$ cat src/pkg/swa_pkg.sv
// Constants, register offsets and carrier types for the single-wire authentication block.
// Assumes one 20 MHz clock shared with the single-wire decoder and the management-bus logic.
package swa_pkg;

  // ----------------------------------------------------------------
  // Timing
  // ----------------------------------------------------------------
  localparam int unsigned CLK_HZ          = 20_000_000;
  localparam int unsigned AUTH_BUSY_MS    = 22;
  localparam int unsigned AUTH_BUSY_CYCLES = AUTH_BUSY_MS * (CLK_HZ / 1000);

  // ----------------------------------------------------------------
  // Single-wire register offsets
  // ----------------------------------------------------------------
  localparam logic [7:0] OFS_BUF_FIRST        = 8'h1B;
  localparam logic [7:0] OFS_BUF_LAST         = 8'h2E;
  localparam logic [7:0] OFS_AUTH_START       = 8'h2F;
  localparam logic [7:0] OFS_PACK_VOLT_HI     = 8'h40;
  localparam logic [7:0] OFS_PACK_VOLT_LO     = 8'h41;
  localparam logic [7:0] OFS_CELL4_HI         = 8'h42;
  localparam logic [7:0] OFS_CELL4_LO         = 8'h43;
  localparam logic [7:0] OFS_CELL3_HI         = 8'h44;
  localparam logic [7:0] OFS_CELL3_LO         = 8'h45;
  localparam logic [7:0] OFS_CELL2_HI         = 8'h46;
  localparam logic [7:0] OFS_CELL2_LO         = 8'h47;
  localparam logic [7:0] OFS_CELL1_HI         = 8'h48;
  localparam logic [7:0] OFS_CELL1_LO         = 8'h49;
  localparam logic [7:0] OFS_CYCLE_HI         = 8'h4A;
  localparam logic [7:0] OFS_CYCLE_LO         = 8'h4B;
  localparam logic [7:0] OFS_DATE_HI          = 8'h4C;
  localparam logic [7:0] OFS_DATE_LO          = 8'h4D;
  localparam logic [7:0] OFS_CURR_HI          = 8'h4E;
  localparam logic [7:0] OFS_CURR_LO          = 8'h4F;
  localparam logic [7:0] OFS_MEAN_HI          = 8'h50;
  localparam logic [7:0] OFS_MEAN_LO          = 8'h51;
  localparam logic [7:0] OFS_TEMP_HI          = 8'h52;
  localparam logic [7:0] OFS_TEMP_LO          = 8'h53;
  localparam logic [7:0] OFS_SERIAL_HI        = 8'h54;
  localparam logic [7:0] OFS_SERIAL_LO        = 8'h55;
  localparam logic [7:0] OFS_CHG_VOLT_HI      = 8'h56;
  localparam logic [7:0] OFS_CHG_VOLT_LO      = 8'h57;
  localparam logic [7:0] OFS_CHG_CURR_HI      = 8'h58;
  localparam logic [7:0] OFS_CHG_CURR_LO      = 8'h59;
  localparam logic [7:0] OFS_REL_CHARGE       = 8'h5A;
  localparam logic [7:0] OFS_ABS_CHARGE       = 8'h5B;
  localparam logic [7:0] OFS_ERR_HI           = 8'h5C;
  localparam logic [7:0] OFS_ERR_LO           = 8'h5D;

  // ----------------------------------------------------------------
  // Management-bus commands and key
  // ----------------------------------------------------------------
  localparam logic [7:0]   CMD_KEY_FIRST  = 8'h63;
  localparam logic [7:0]   CMD_KEY_LAST   = 8'h66;
  localparam logic [7:0]   CMD_CHALLENGE  = 8'h2F;
  localparam logic [127:0] KEY_DEFAULT    = 128'h0123456789ABCDEFFEDCBA9876543210;
  localparam logic [7:0]   READ_IDLE_BYTE = 8'h00;

  // ----------------------------------------------------------------
  // Hash constants
  // ----------------------------------------------------------------
  localparam logic [6:0]  SHA_LAST_ROUND = 7'h4F;
  localparam logic [31:0] SHA_PAD_WORD   = 32'h80000000;
  localparam logic [31:0] SHA_LEN_WORD   = 32'h00000120;
  localparam logic [31:0] SHA_H0 = 32'h67452301;
  localparam logic [31:0] SHA_H1 = 32'hEFCDAB89;
  localparam logic [31:0] SHA_H2 = 32'h98BADCFE;
  localparam logic [31:0] SHA_H3 = 32'h10325476;
  localparam logic [31:0] SHA_H4 = 32'hC3D2E1F0;
  localparam logic [31:0] SHA_K0 = 32'h5A827999;
  localparam logic [31:0] SHA_K1 = 32'h6ED9EBA1;
  localparam logic [31:0] SHA_K2 = 32'h8F1BBCDC;
  localparam logic [31:0] SHA_K3 = 32'hCA62C1D6;

  // ----------------------------------------------------------------
  // Types
  // ----------------------------------------------------------------
  typedef logic [15:0][31:0] swa_words_t;
  typedef logic [19:0][7:0]  swa_buf_t;

  typedef struct packed {
    logic [15:0] pack_voltage;
    logic [15:0] fourth_cell_voltage_cmd;
    logic [15:0] third_cell_voltage;
    logic [15:0] second_cell_voltage;
    logic [15:0] first_cell_voltage_cmd;
    logic [15:0] cycle_total;
    logic [15:0] build_date;
    logic [15:0] pack_current;
    logic [15:0] mean_current;
    logic [15:0] pack_temp;
    logic [15:0] serial_no;
    logic [15:0] charge_target_volt;
    logic [15:0] charge_target_curr;
    logic [7:0]  relative_charge;
    logic [7:0]  absolute_charge;
    logic [15:0] error_bound;
  } swa_meas_t;

  typedef enum logic [1:0] {
    SWA_IDLE   = 2'b00,
    SWA_HASH   = 2'b01,
    SWA_DIGEST = 2'b10,
    SWA_WAIT   = 2'b11
  } swa_state_t;

endpackage : swa_pkg

$ cat src/verilog/swa_auth_regs.sv
// Single-wire register map with keyed SHA-1 challenge/response and measurement mirror.
// Assumes the single-wire bit decoder, the management-bus decoder and the gauging logic share clk_i.
//
// Behaviour
// - Twenty-byte buffer at 0x1B..0x2E, read/write.
// - Any write to 0x2F starts computation.
// - Ignore all single-wire traffic while computing.
// - Challenge byte 00 at lowest address.
// - Response overwrites buffer, little-endian.
// - Response is SHA-1 over key and challenge.
// - Key is four strings, unsealed access only.
// - Key writes hold until reset, which reloads the default; rejected when sealed.
// - Key strings stored little-endian.
// - Key defaults to the factory value.
// - Challenge also loadable via command 0x2F.
// - 0x40/0x41 mirror pack voltage.
// - Cell voltage pairs, cell 1 at 0x48.
// - Pairs 0x4A..0x59 mirror gauge values.
// - 0x5A/0x5B report relative/absolute charge.
// - 0x5C/0x5D report maximum error.
`timescale 1ns/1ps

module swa_auth_regs #(
  parameter int unsigned BUSY_CYCLES = swa_pkg::AUTH_BUSY_CYCLES
) (
  input  wire logic              clk_i,
  input  wire logic              rst_n_i,
  input  wire logic              reg_wr_i,
  input  wire logic              reg_rd_i,
  input  wire logic [7:0]        reg_addr_i,
  input  wire logic [7:0]        reg_wdata_i,
  output logic                   reg_rd_ack_o,
  output logic      [7:0]        reg_rdata_o,
  output logic                   busy_o,
  input  wire logic              sealed_i,
  input  wire logic              key_wr_i,
  input  wire logic              key_rd_i,
  input  wire logic [7:0]        key_cmd_i,
  input  wire logic [31:0]       key_wdata_i,
  output logic                   key_ack_o,
  output logic                   key_err_o,
  output logic      [31:0]       key_rdata_o,
  output logic      [127:0]      key_store_o,
  input  wire logic              chal_wr_i,
  input  wire logic [7:0]        chal_cmd_i,
  input  wire swa_pkg::swa_buf_t chal_data_i,
  input  wire swa_pkg::swa_meas_t meas_i
);
  import swa_pkg::*;

  // ----------------------------------------------------------------
  // Helpers
  // ----------------------------------------------------------------
  function automatic swa_words_t load_block(input logic [127:0] key, input swa_buf_t chal);
    swa_words_t wv;
    wv = '0;
    for (int n = 0; n < 16; n++) begin
      wv[n/4][8*(3-(n%4)) +: 8] = key[8*n +: 8];
    end
    for (int j = 0; j < 20; j++) begin
      wv[(j+16)/4][8*(3-(j%4)) +: 8] = chal[j];
    end
    wv[9]  = SHA_PAD_WORD;
    wv[15] = SHA_LEN_WORD;
    return wv;
  endfunction : load_block

  function automatic logic [7:0] mirror_byte(input logic [7:0] a, input swa_meas_t m);
    logic [7:0] r;
    r = READ_IDLE_BYTE;
    unique case (a)
      OFS_PACK_VOLT_HI: r = m.pack_voltage[15:8];
      OFS_PACK_VOLT_LO: r = m.pack_voltage[7:0];
      OFS_CELL4_HI:     r = m.fourth_cell_voltage_cmd[15:8];
      OFS_CELL4_LO:     r = m.fourth_cell_voltage_cmd[7:0];
      OFS_CELL3_HI:     r = m.third_cell_voltage[15:8];
      OFS_CELL3_LO:     r = m.third_cell_voltage[7:0];
      OFS_CELL2_HI:     r = m.second_cell_voltage[15:8];
      OFS_CELL2_LO:     r = m.second_cell_voltage[7:0];
      OFS_CELL1_HI:     r = m.first_cell_voltage_cmd[15:8];
      OFS_CELL1_LO:     r = m.first_cell_voltage_cmd[7:0];
      OFS_CYCLE_HI:     r = m.cycle_total[15:8];
      OFS_CYCLE_LO:     r = m.cycle_total[7:0];
      OFS_DATE_HI:      r = m.build_date[15:8];
      OFS_DATE_LO:      r = m.build_date[7:0];
      OFS_CURR_HI:      r = m.pack_current[15:8];
      OFS_CURR_LO:      r = m.pack_current[7:0];
      OFS_MEAN_HI:      r = m.mean_current[15:8];
      OFS_MEAN_LO:      r = m.mean_current[7:0];
      OFS_TEMP_HI:      r = m.pack_temp[15:8];
      OFS_TEMP_LO:      r = m.pack_temp[7:0];
      OFS_SERIAL_HI:    r = m.serial_no[15:8];
      OFS_SERIAL_LO:    r = m.serial_no[7:0];
      OFS_CHG_VOLT_HI:  r = m.charge_target_volt[15:8];
      OFS_CHG_VOLT_LO:  r = m.charge_target_volt[7:0];
      OFS_CHG_CURR_HI:  r = m.charge_target_curr[15:8];
      OFS_CHG_CURR_LO:  r = m.charge_target_curr[7:0];
      OFS_REL_CHARGE:   r = m.relative_charge;
      OFS_ABS_CHARGE:   r = m.absolute_charge;
      OFS_ERR_HI:       r = m.error_bound[15:8];
      OFS_ERR_LO:       r = m.error_bound[7:0];
      default:          r = READ_IDLE_BYTE;
    endcase
    return r;
  endfunction : mirror_byte

  function automatic logic in_buffer(input logic [7:0] a);
    return (a >= OFS_BUF_FIRST) && (a <= OFS_BUF_LAST);
  endfunction : in_buffer

  // ----------------------------------------------------------------
  // Control, buffer and key state
  // ----------------------------------------------------------------
  swa_state_t   state_q, state_d;
  swa_buf_t     buf_q, buf_d;
  logic [127:0] key_q, key_d;
  logic [31:0]  cnt_q, cnt_d;
  logic         rd_ack_q, rd_ack_d;
  logic [7:0]   rdata_q, rdata_d;
  logic         kack_q, kack_d;
  logic         kerr_q, kerr_d;
  logic [31:0]  krdata_q, krdata_d;
  logic         start;
  logic         key_hit;
  logic [1:0]   key_idx;
  logic [4:0]   buf_idx;

  // Hash datapath state
  swa_words_t   w_q, w_d;
  logic [31:0]  a_q, b_q, c_q, d_q, e_q;
  logic [31:0]  a_d, b_d, c_d, d_d, e_d;
  logic [6:0]   rnd_q, rnd_d;
  logic [31:0]  f_val, k_val, temp;
  logic [159:0] digest;

  assign key_hit = (key_cmd_i >= CMD_KEY_FIRST) && (key_cmd_i <= CMD_KEY_LAST);
  assign key_idx = 2'(key_cmd_i - CMD_KEY_FIRST);
  assign buf_idx = 5'(reg_addr_i - OFS_BUF_FIRST);
  assign digest  = {a_q + SHA_H0, b_q + SHA_H1, c_q + SHA_H2, d_q + SHA_H3, e_q + SHA_H4};

  always_comb begin
    state_d  = state_q;
    buf_d    = buf_q;
    key_d    = key_q;
    cnt_d    = cnt_q;
    rd_ack_d = 1'b0;
    rdata_d  = rdata_q;
    kack_d   = 1'b0;
    kerr_d   = 1'b0;
    krdata_d = krdata_q;
    start    = 1'b0;
    unique case (state_q)
      SWA_IDLE: begin
        if (reg_wr_i) begin
          if (reg_addr_i == OFS_AUTH_START) begin
            start = 1'b1;
          end else if (in_buffer(reg_addr_i)) begin
            buf_d[buf_idx] = reg_wdata_i;
          end
        end else if (chal_wr_i && (chal_cmd_i == CMD_CHALLENGE)) begin
          buf_d = chal_data_i;
          start = 1'b1;
        end
        if (reg_rd_i && !reg_wr_i) begin
          rd_ack_d = 1'b1;
          rdata_d  = in_buffer(reg_addr_i) ? buf_q[buf_idx] : mirror_byte(reg_addr_i, meas_i);
        end
        if (start) begin
          cnt_d   = '0;
          state_d = SWA_HASH;
        end
      end
      SWA_HASH: begin
        cnt_d = cnt_q + 32'h1;
        if (rnd_q == SHA_LAST_ROUND) begin
          state_d = SWA_DIGEST;
        end
      end
      SWA_DIGEST: begin
        cnt_d   = cnt_q + 32'h1;
        buf_d   = digest;
        state_d = SWA_WAIT;
      end
      SWA_WAIT: begin
        // Bus stays deaf until the full busy time has passed
        cnt_d = cnt_q + 32'h1;
        if (cnt_q >= BUSY_CYCLES - 1) begin
          state_d = SWA_IDLE;
        end
      end
    endcase
    if (key_wr_i && key_hit) begin
      if (sealed_i) begin
        kerr_d = 1'b1;
      end else begin
        key_d[32*key_idx +: 32] = key_wdata_i;
        kack_d = 1'b1;
      end
    end else if (key_rd_i && key_hit) begin
      if (sealed_i) begin
        kerr_d   = 1'b1;
        krdata_d = '0;
      end else begin
        kack_d   = 1'b1;
        krdata_d = key_q[32*key_idx +: 32];
      end
    end
  end

  always_ff @(posedge clk_i or negedge rst_n_i) begin
    if (!rst_n_i) begin
      state_q  <= SWA_IDLE;
      buf_q    <= '0;
      key_q    <= KEY_DEFAULT;
      cnt_q    <= '0;
      rd_ack_q <= 1'b0;
      rdata_q  <= READ_IDLE_BYTE;
      kack_q   <= 1'b0;
      kerr_q   <= 1'b0;
      krdata_q <= '0;
    end else begin
      state_q  <= state_d;
      buf_q    <= buf_d;
      key_q    <= key_d;
      cnt_q    <= cnt_d;
      rd_ack_q <= rd_ack_d;
      rdata_q  <= rdata_d;
      kack_q   <= kack_d;
      kerr_q   <= kerr_d;
      krdata_q <= krdata_d;
    end
  end

  // ----------------------------------------------------------------
  // SHA-1 round engine, one round per clock
  // ----------------------------------------------------------------
  always_comb begin
    if (rnd_q < 7'd20) begin
      f_val = (b_q & c_q) | (~b_q & d_q);
      k_val = SHA_K0;
    end else if (rnd_q < 7'd40) begin
      f_val = b_q ^ c_q ^ d_q;
      k_val = SHA_K1;
    end else if (rnd_q < 7'd60) begin
      f_val = (b_q & c_q) | (b_q & d_q) | (c_q & d_q);
      k_val = SHA_K2;
    end else begin
      f_val = b_q ^ c_q ^ d_q;
      k_val = SHA_K3;
    end
    temp = {a_q[26:0], a_q[31:27]} + f_val + e_q + k_val + w_q[0];
    w_d = w_q;
    a_d = a_q;
    b_d = b_q;
    c_d = c_q;
    d_d = d_q;
    e_d = e_q;
    rnd_d = rnd_q;
    if (start) begin
      // Key bytes first, then challenge bytes, as one padded block
      w_d   = load_block(key_q, buf_d);
      a_d   = SHA_H0;
      b_d   = SHA_H1;
      c_d   = SHA_H2;
      d_d   = SHA_H3;
      e_d   = SHA_H4;
      rnd_d = '0;
    end else if (state_q == SWA_HASH) begin
      w_d   = {w_q[13] ^ w_q[8] ^ w_q[2] ^ w_q[0], w_q[15:1]};
      w_d[15] = {w_d[15][30:0], w_d[15][31]};
      a_d   = temp;
      b_d   = a_q;
      c_d   = {b_q[1:0], b_q[31:2]};
      d_d   = c_q;
      e_d   = d_q;
      rnd_d = rnd_q + 7'h1;
    end
  end

  always_ff @(posedge clk_i or negedge rst_n_i) begin
    if (!rst_n_i) begin
      w_q   <= '0;
      a_q   <= '0;
      b_q   <= '0;
      c_q   <= '0;
      d_q   <= '0;
      e_q   <= '0;
      rnd_q <= '0;
    end else begin
      w_q   <= w_d;
      a_q   <= a_d;
      b_q   <= b_d;
      c_q   <= c_d;
      d_q   <= d_d;
      e_q   <= e_d;
      rnd_q <= rnd_d;
    end
  end

  // ----------------------------------------------------------------
  // Outputs
  // ----------------------------------------------------------------
  assign reg_rd_ack_o = rd_ack_q;
  assign reg_rdata_o  = rdata_q;
  assign busy_o       = (state_q != SWA_IDLE);
  assign key_ack_o    = kack_q;
  assign key_err_o    = kerr_q;
  assign key_rdata_o  = krdata_q;
  assign key_store_o  = key_q;

endmodule : swa_auth_regs

$ cat config.mk
export PLATFORM = sky130hd
export DESIGN_NAME = swa_auth_regs
export DESIGN_NICKNAME = d
export VERILOG_FILES = /design/src/pkg/swa_pkg.sv /design/src/verilog/swa_auth_regs.sv
export SDC_FILE = /design/constraint.sdc
export NUM_CORES = 2
export LEC_CHECK = 0
export ABC_AREA = 1
export BUFFER_PORTS_ARGS = -buffer_cell sky130_fd_sc_hd__buf_2
export CAP_MARGIN = 40
export CELL_PAD_IN_SITES_DETAIL_PLACEMENT = 1
export CELL_PAD_IN_SITES_GLOBAL_PLACEMENT = 2
export CORE_ASPECT_RATIO = 1.25
export CORE_MARGIN = 4
export CORE_UTILIZATION = 35
export CTS_BUF_LIST = sky130_fd_sc_hd__clkbuf_2
export DETAILED_ROUTE_END_ITERATION = 7
export PLACE_DENSITY_LB_ADDON = 0.25
export SYNTH_ARGS = -nofsm -noshare
export SYNTH_HDL_FRONTEND = slang
export SYNTH_SLANG_ARGS = --single-unit
$ cat constraint.sdc
create_clock -name clk_i -period 5.5 [get_ports clk_i]
set_input_delay 1.1 -clock clk_i [delete_from_list [all_inputs] [get_ports clk_i]]
set_output_delay 1.1 -clock clk_i [all_outputs]
set_load 0.02 [all_outputs]
==> summary by stage <==
Setup path
In this run the worst path has a maximum fanout of just over 40. The worst setup path is of the register to output port kind. The longest individual stage delay on the worst path is about 0.65 ns.

On the critical path, the stage with the largest delay is an instance of ha_4. The critical path endpoint category is an output port. The dominant delay contributor by cell family on the critical path is buffers and inverters.

At the worst endpoint, the required time is 4.40 ns. Walking the worst path, the cells encountered are inv_1 -> ha_4 -> clkinv_1 -> buf_2. Data arrives at the worst endpoint at around 4 ns. The type of origin of the critical path is a register. The critical path contains buffers and inverters numbering 3 combined.

Power and ir drop
VDD sags by at most ~0.86 mV. The power density relative to cell area is about 900 mW/mm^2. The static leakage is a little under 40 nW.

GRT
The first-pass GRT wire length is about 540 mm. After global routing the overflow that remains totals 0. The largest net degree at the start of global routing is between 150 and 200. The global-route track usage on met2 is about 61%. The global routing stage identified its most utilized layer as met2.

The number of global-route vias before repair is approximately 74k. The initial antenna violation count came to 44. The global-route usage over all layers is 38.4%.

Global routing consumed, on the met3 layer, slightly above 7% of the routing resources. For this run, global-route usage on met1 was measured as 47.8%.

Synthesis
The netlist area before placement is between 0.06 and 0.07 mm^2. Counting every net in the synthesized netlist gives ~9.7k. The proportion of netlist area held by the largest area contributor is between 30% and 40%.

The gate count of the mapped netlist is between 9k and 10k. The leading register cell type out of synthesis is dfrtp_1. By area the synthesized netlist is led by dfrtp_1, nand2_1, nand3_1. The sequential element share of the synthesized area is between 40% and 50%. The most common cell in the synthesized netlist is nand2_1.

The cell taking the most area after synthesis is dfrtp_1. During synthesis, Yosys emitted a total of 0 warnings. The number of synthesized flops with an enable pin is 0. The count of cell types in the netlist is 58.

Synthesis inferred about 1.0k register bits. For this run, asynchronously set or reset flops after synthesis account for 100%. The synthesized area divided by synthesized cell count is approximately 7.2 um^2. By count the netlist is led by nand2_1, inv_1, nand3_1.

Clock network
Hold repair after CTS inserted around 310 buffers. The clock latency at the later pin of the worst-skew pair is around 1.8 ns. TritonCTS built the clock tree. The number of buffers inserted by post-CTS setup repair is 0. The number of sinks driven by the clock tree is between 1k and 1.5k. The maximum number of buffers from clock root to sink is 4. The clock transition time at the flip-flop clock pins of the worst setup and hold paths is roughly 0.1 ns. The H-tree depth reported by CTS is 5. TritonCTS created 310 clock buffers. After clock tree synthesis, the repair step resized 0 gates. In this run the clock root is driven by a clkbuf_2.

STA
The post-layout minimum cycle time is between 5 and 6 ns. After layout, the worst setup slack is roughly 0.49 ns. The final setup violation count is 0. The worst max-slew margin expressed relative to the limit is between 10 and 15%. The number of max-slew violations in the final report is 0. Setup repair after global routing left no endpoint under its margin. Across the routed clock network, the largest skew measured is between 0.2 and 0.25 ns. At the pin with the least slew margin, the transition time is 1.29 ns. The number of endpoints with negative hold slack in the final report came to 0. The setup TNS after final layout is 0 ns.

The maximum achievable frequency is 200 MHz. Dividing the final minimum period by the clock period gives between 90% and 100%.

Drt
The routed design has about 380 mm of wire. For this run, design rule violations remaining after detail routing come to 0. The routed via count is 72.8k. The count of nets left with antenna violations once routing finished came out at 0.

The first-iteration detailed-routing DRC count is 6631. The average via count per standard cell is around 5.7. The first detailed-routing pass took 5 iterations. Dividing the detail-routed wire length by the instance count gives 29.9 um.

Status
The flow ran to the end, and the final reports show no timing, DRC or antenna violations.

Finish
The count of nets after finishing is 10.8k. The fraction of layout cells with a size suffix above 1 is 15.2%. Compared with the post-synthesis result, the final layout area differs by 19.7%.

Floorplan
The area of the core region is about 0.19 mm^2. The area of the die is 0.194 mm^2. The top-level port count is ~640. After floorplanning, the core was divided into approximately 180 placement rows.

The die span in y is between 400 and 500 um. The initial standard-cell utilization of the core is a little over a third. The width of the die is roughly 390 um.

Flow run
The count of maximum capacitance violations is 0.

Hold path
The worst hold path belongs to the class input pin to register.

Placed design
Input and output buffers added on the ports amount to between 600 and 700. The placer congestion estimate is 0.994. Timing analysis after detailed placement gives a worst setup slack of between 0.6 and 0.7 ns. The HPWL after detailed placement is between 200 and 300 mm.
==> worst register-to-register path, cell delays in order (launching register included) <==
cell and delay (ns):
dfrtp_1 0.45, nand2_1 0.11, nor2_1 0.04, nor2_1 0.11, buf_4 0.23, nand2_1 0.20
a221oi_1 0.50, fa_1 0.53, fa_1 0.52, inv_1 0.04, ha_1 0.21, fa_1 0.39
nand2_1 0.11, nand3_1 0.14, nand2_1 0.12, inv_1 0.06, a21oi_1 0.19, nor2_1 0.11
o21bai_1 0.41, nand3_1 0.14, nand2_1 0.09, nand3_1 0.07, nand2_1 0.07
==> path summary, 6_finish.rpt <==
kind	start	endpoint	slack, ns	cells past startpoint
setup / recovery	state_q[0]	busy_o	0.49	4
hold / removal	chal_data_i[67]	buf_q[67]	0.21	6
setup reg to reg	rnd_q[5]	a_q[27]	0.62	22
hold reg to reg	w_q[219]	w_q[187]	0.38	2
max in group asynchronous	rst_n_i	buf_q[80]	3.80	4
min in group asynchronous	rst_n_i	key_store_o[29]	0.59	3
==> per-layer routing <==
layer	vias to the layer above	part of all wire, %
met2	3156	46
li1	32198	-
met1	36634	40
met5	-	0.032
met3	830	6.7
met4	20	7.5
==> cell usage in the layout (no fill, tap or decap), types with 49 or more instances in the layout <==
master / count
nand2_1: 2291
fa_1: 120
o221ai_1: 49
nand4_1: 241
a22oi_1: 88
dlygate4sd3_1: 306
nor2_1: 538
o21ai_0: 444
dfrtp_1: 980
o22ai_1: 506
ha_1: 56
clkinv_1: 52
xnor2_1: 102
buf_2: 671
dfstp_2: 64
inv_1: 1380
nand3_1: 1059
o21bai_1: 56
a21oi_1: 234
o211ai_1: 132
nor3_1: 64
buf_4: 277
clkbuf_2: 463
==> final cells by class <==
| cell class | count | area (um^2) |
|---|---|---|
| timing repair buffer | 1289 | 9220 |
| antenna | 28 | 70.1 |
| sequential | 1044 | 26200 |
| multi-input combinational | 6128 | 32000 |
| clock inverter | 45 | 179 |
| tap | 2416 | 3020 |
| inverter | 1410 | 5310 |
| fill | 23652 | 108000 |
| clock buffer | 463 | 2320 |
==> power breakdown <==
part	total, W	internal (W)	switching (W)	leakage [nW]
Sequential	0.0139	0.0105	0.00341	13.0
Clock	0.00592	0.00219	0.00373	2.01
Combinational	0.0488	0.0181	0.0307	23.7
==> logic make-up after synthesis <==
kind of cell	share of synthesized area, %
adder cells (fa/ha/maj)	4.78
flip-flops	40.0
buffers and inverters	11.2
multiplexers	0.0459
XOR/XNOR	1.48
AND/OR/NAND/NOR	27.8
AO/OA/AOI/OAI	14.6
==> per-stage QoR <==
| stage | hold WS, ns | util, % | cells | power (W) | area [um^2] |
|---|---|---|---|---|---|
| 3_5_place_dp | 0.469 | 39.1 | 11972 | 0.0619 | 72700 |
| 6_report | 0.212 | 42.1 | 12823 | 0.0686 | 78400 |
| 4_1_cts | 0.00129 | 42.1 | 12787 | 0.0684 | 78300 |
| 2_1_floorplan | 0.453 | - | 9074 | 0.0375 | 65500 |
| 5_1_grt | 0.0825 | 42.1 | 12809 | 0.0736 | 78300 |
| 3_3_place_gp | 0.466 | 38.9 | 11937 | 0.0616 | 72400 |
==> registers in the layout (all words and copies together), names as in the netlist, 32 cells and up <==
register,cells
a_q,32
key_rdata_o,32
cnt_q,32
buf_q,160
key_store_o,128
e_q,32
c_q,32
b_q,32
w_q,512
d_q,32
No activity file was read; power rests on OpenSTA's default activity.
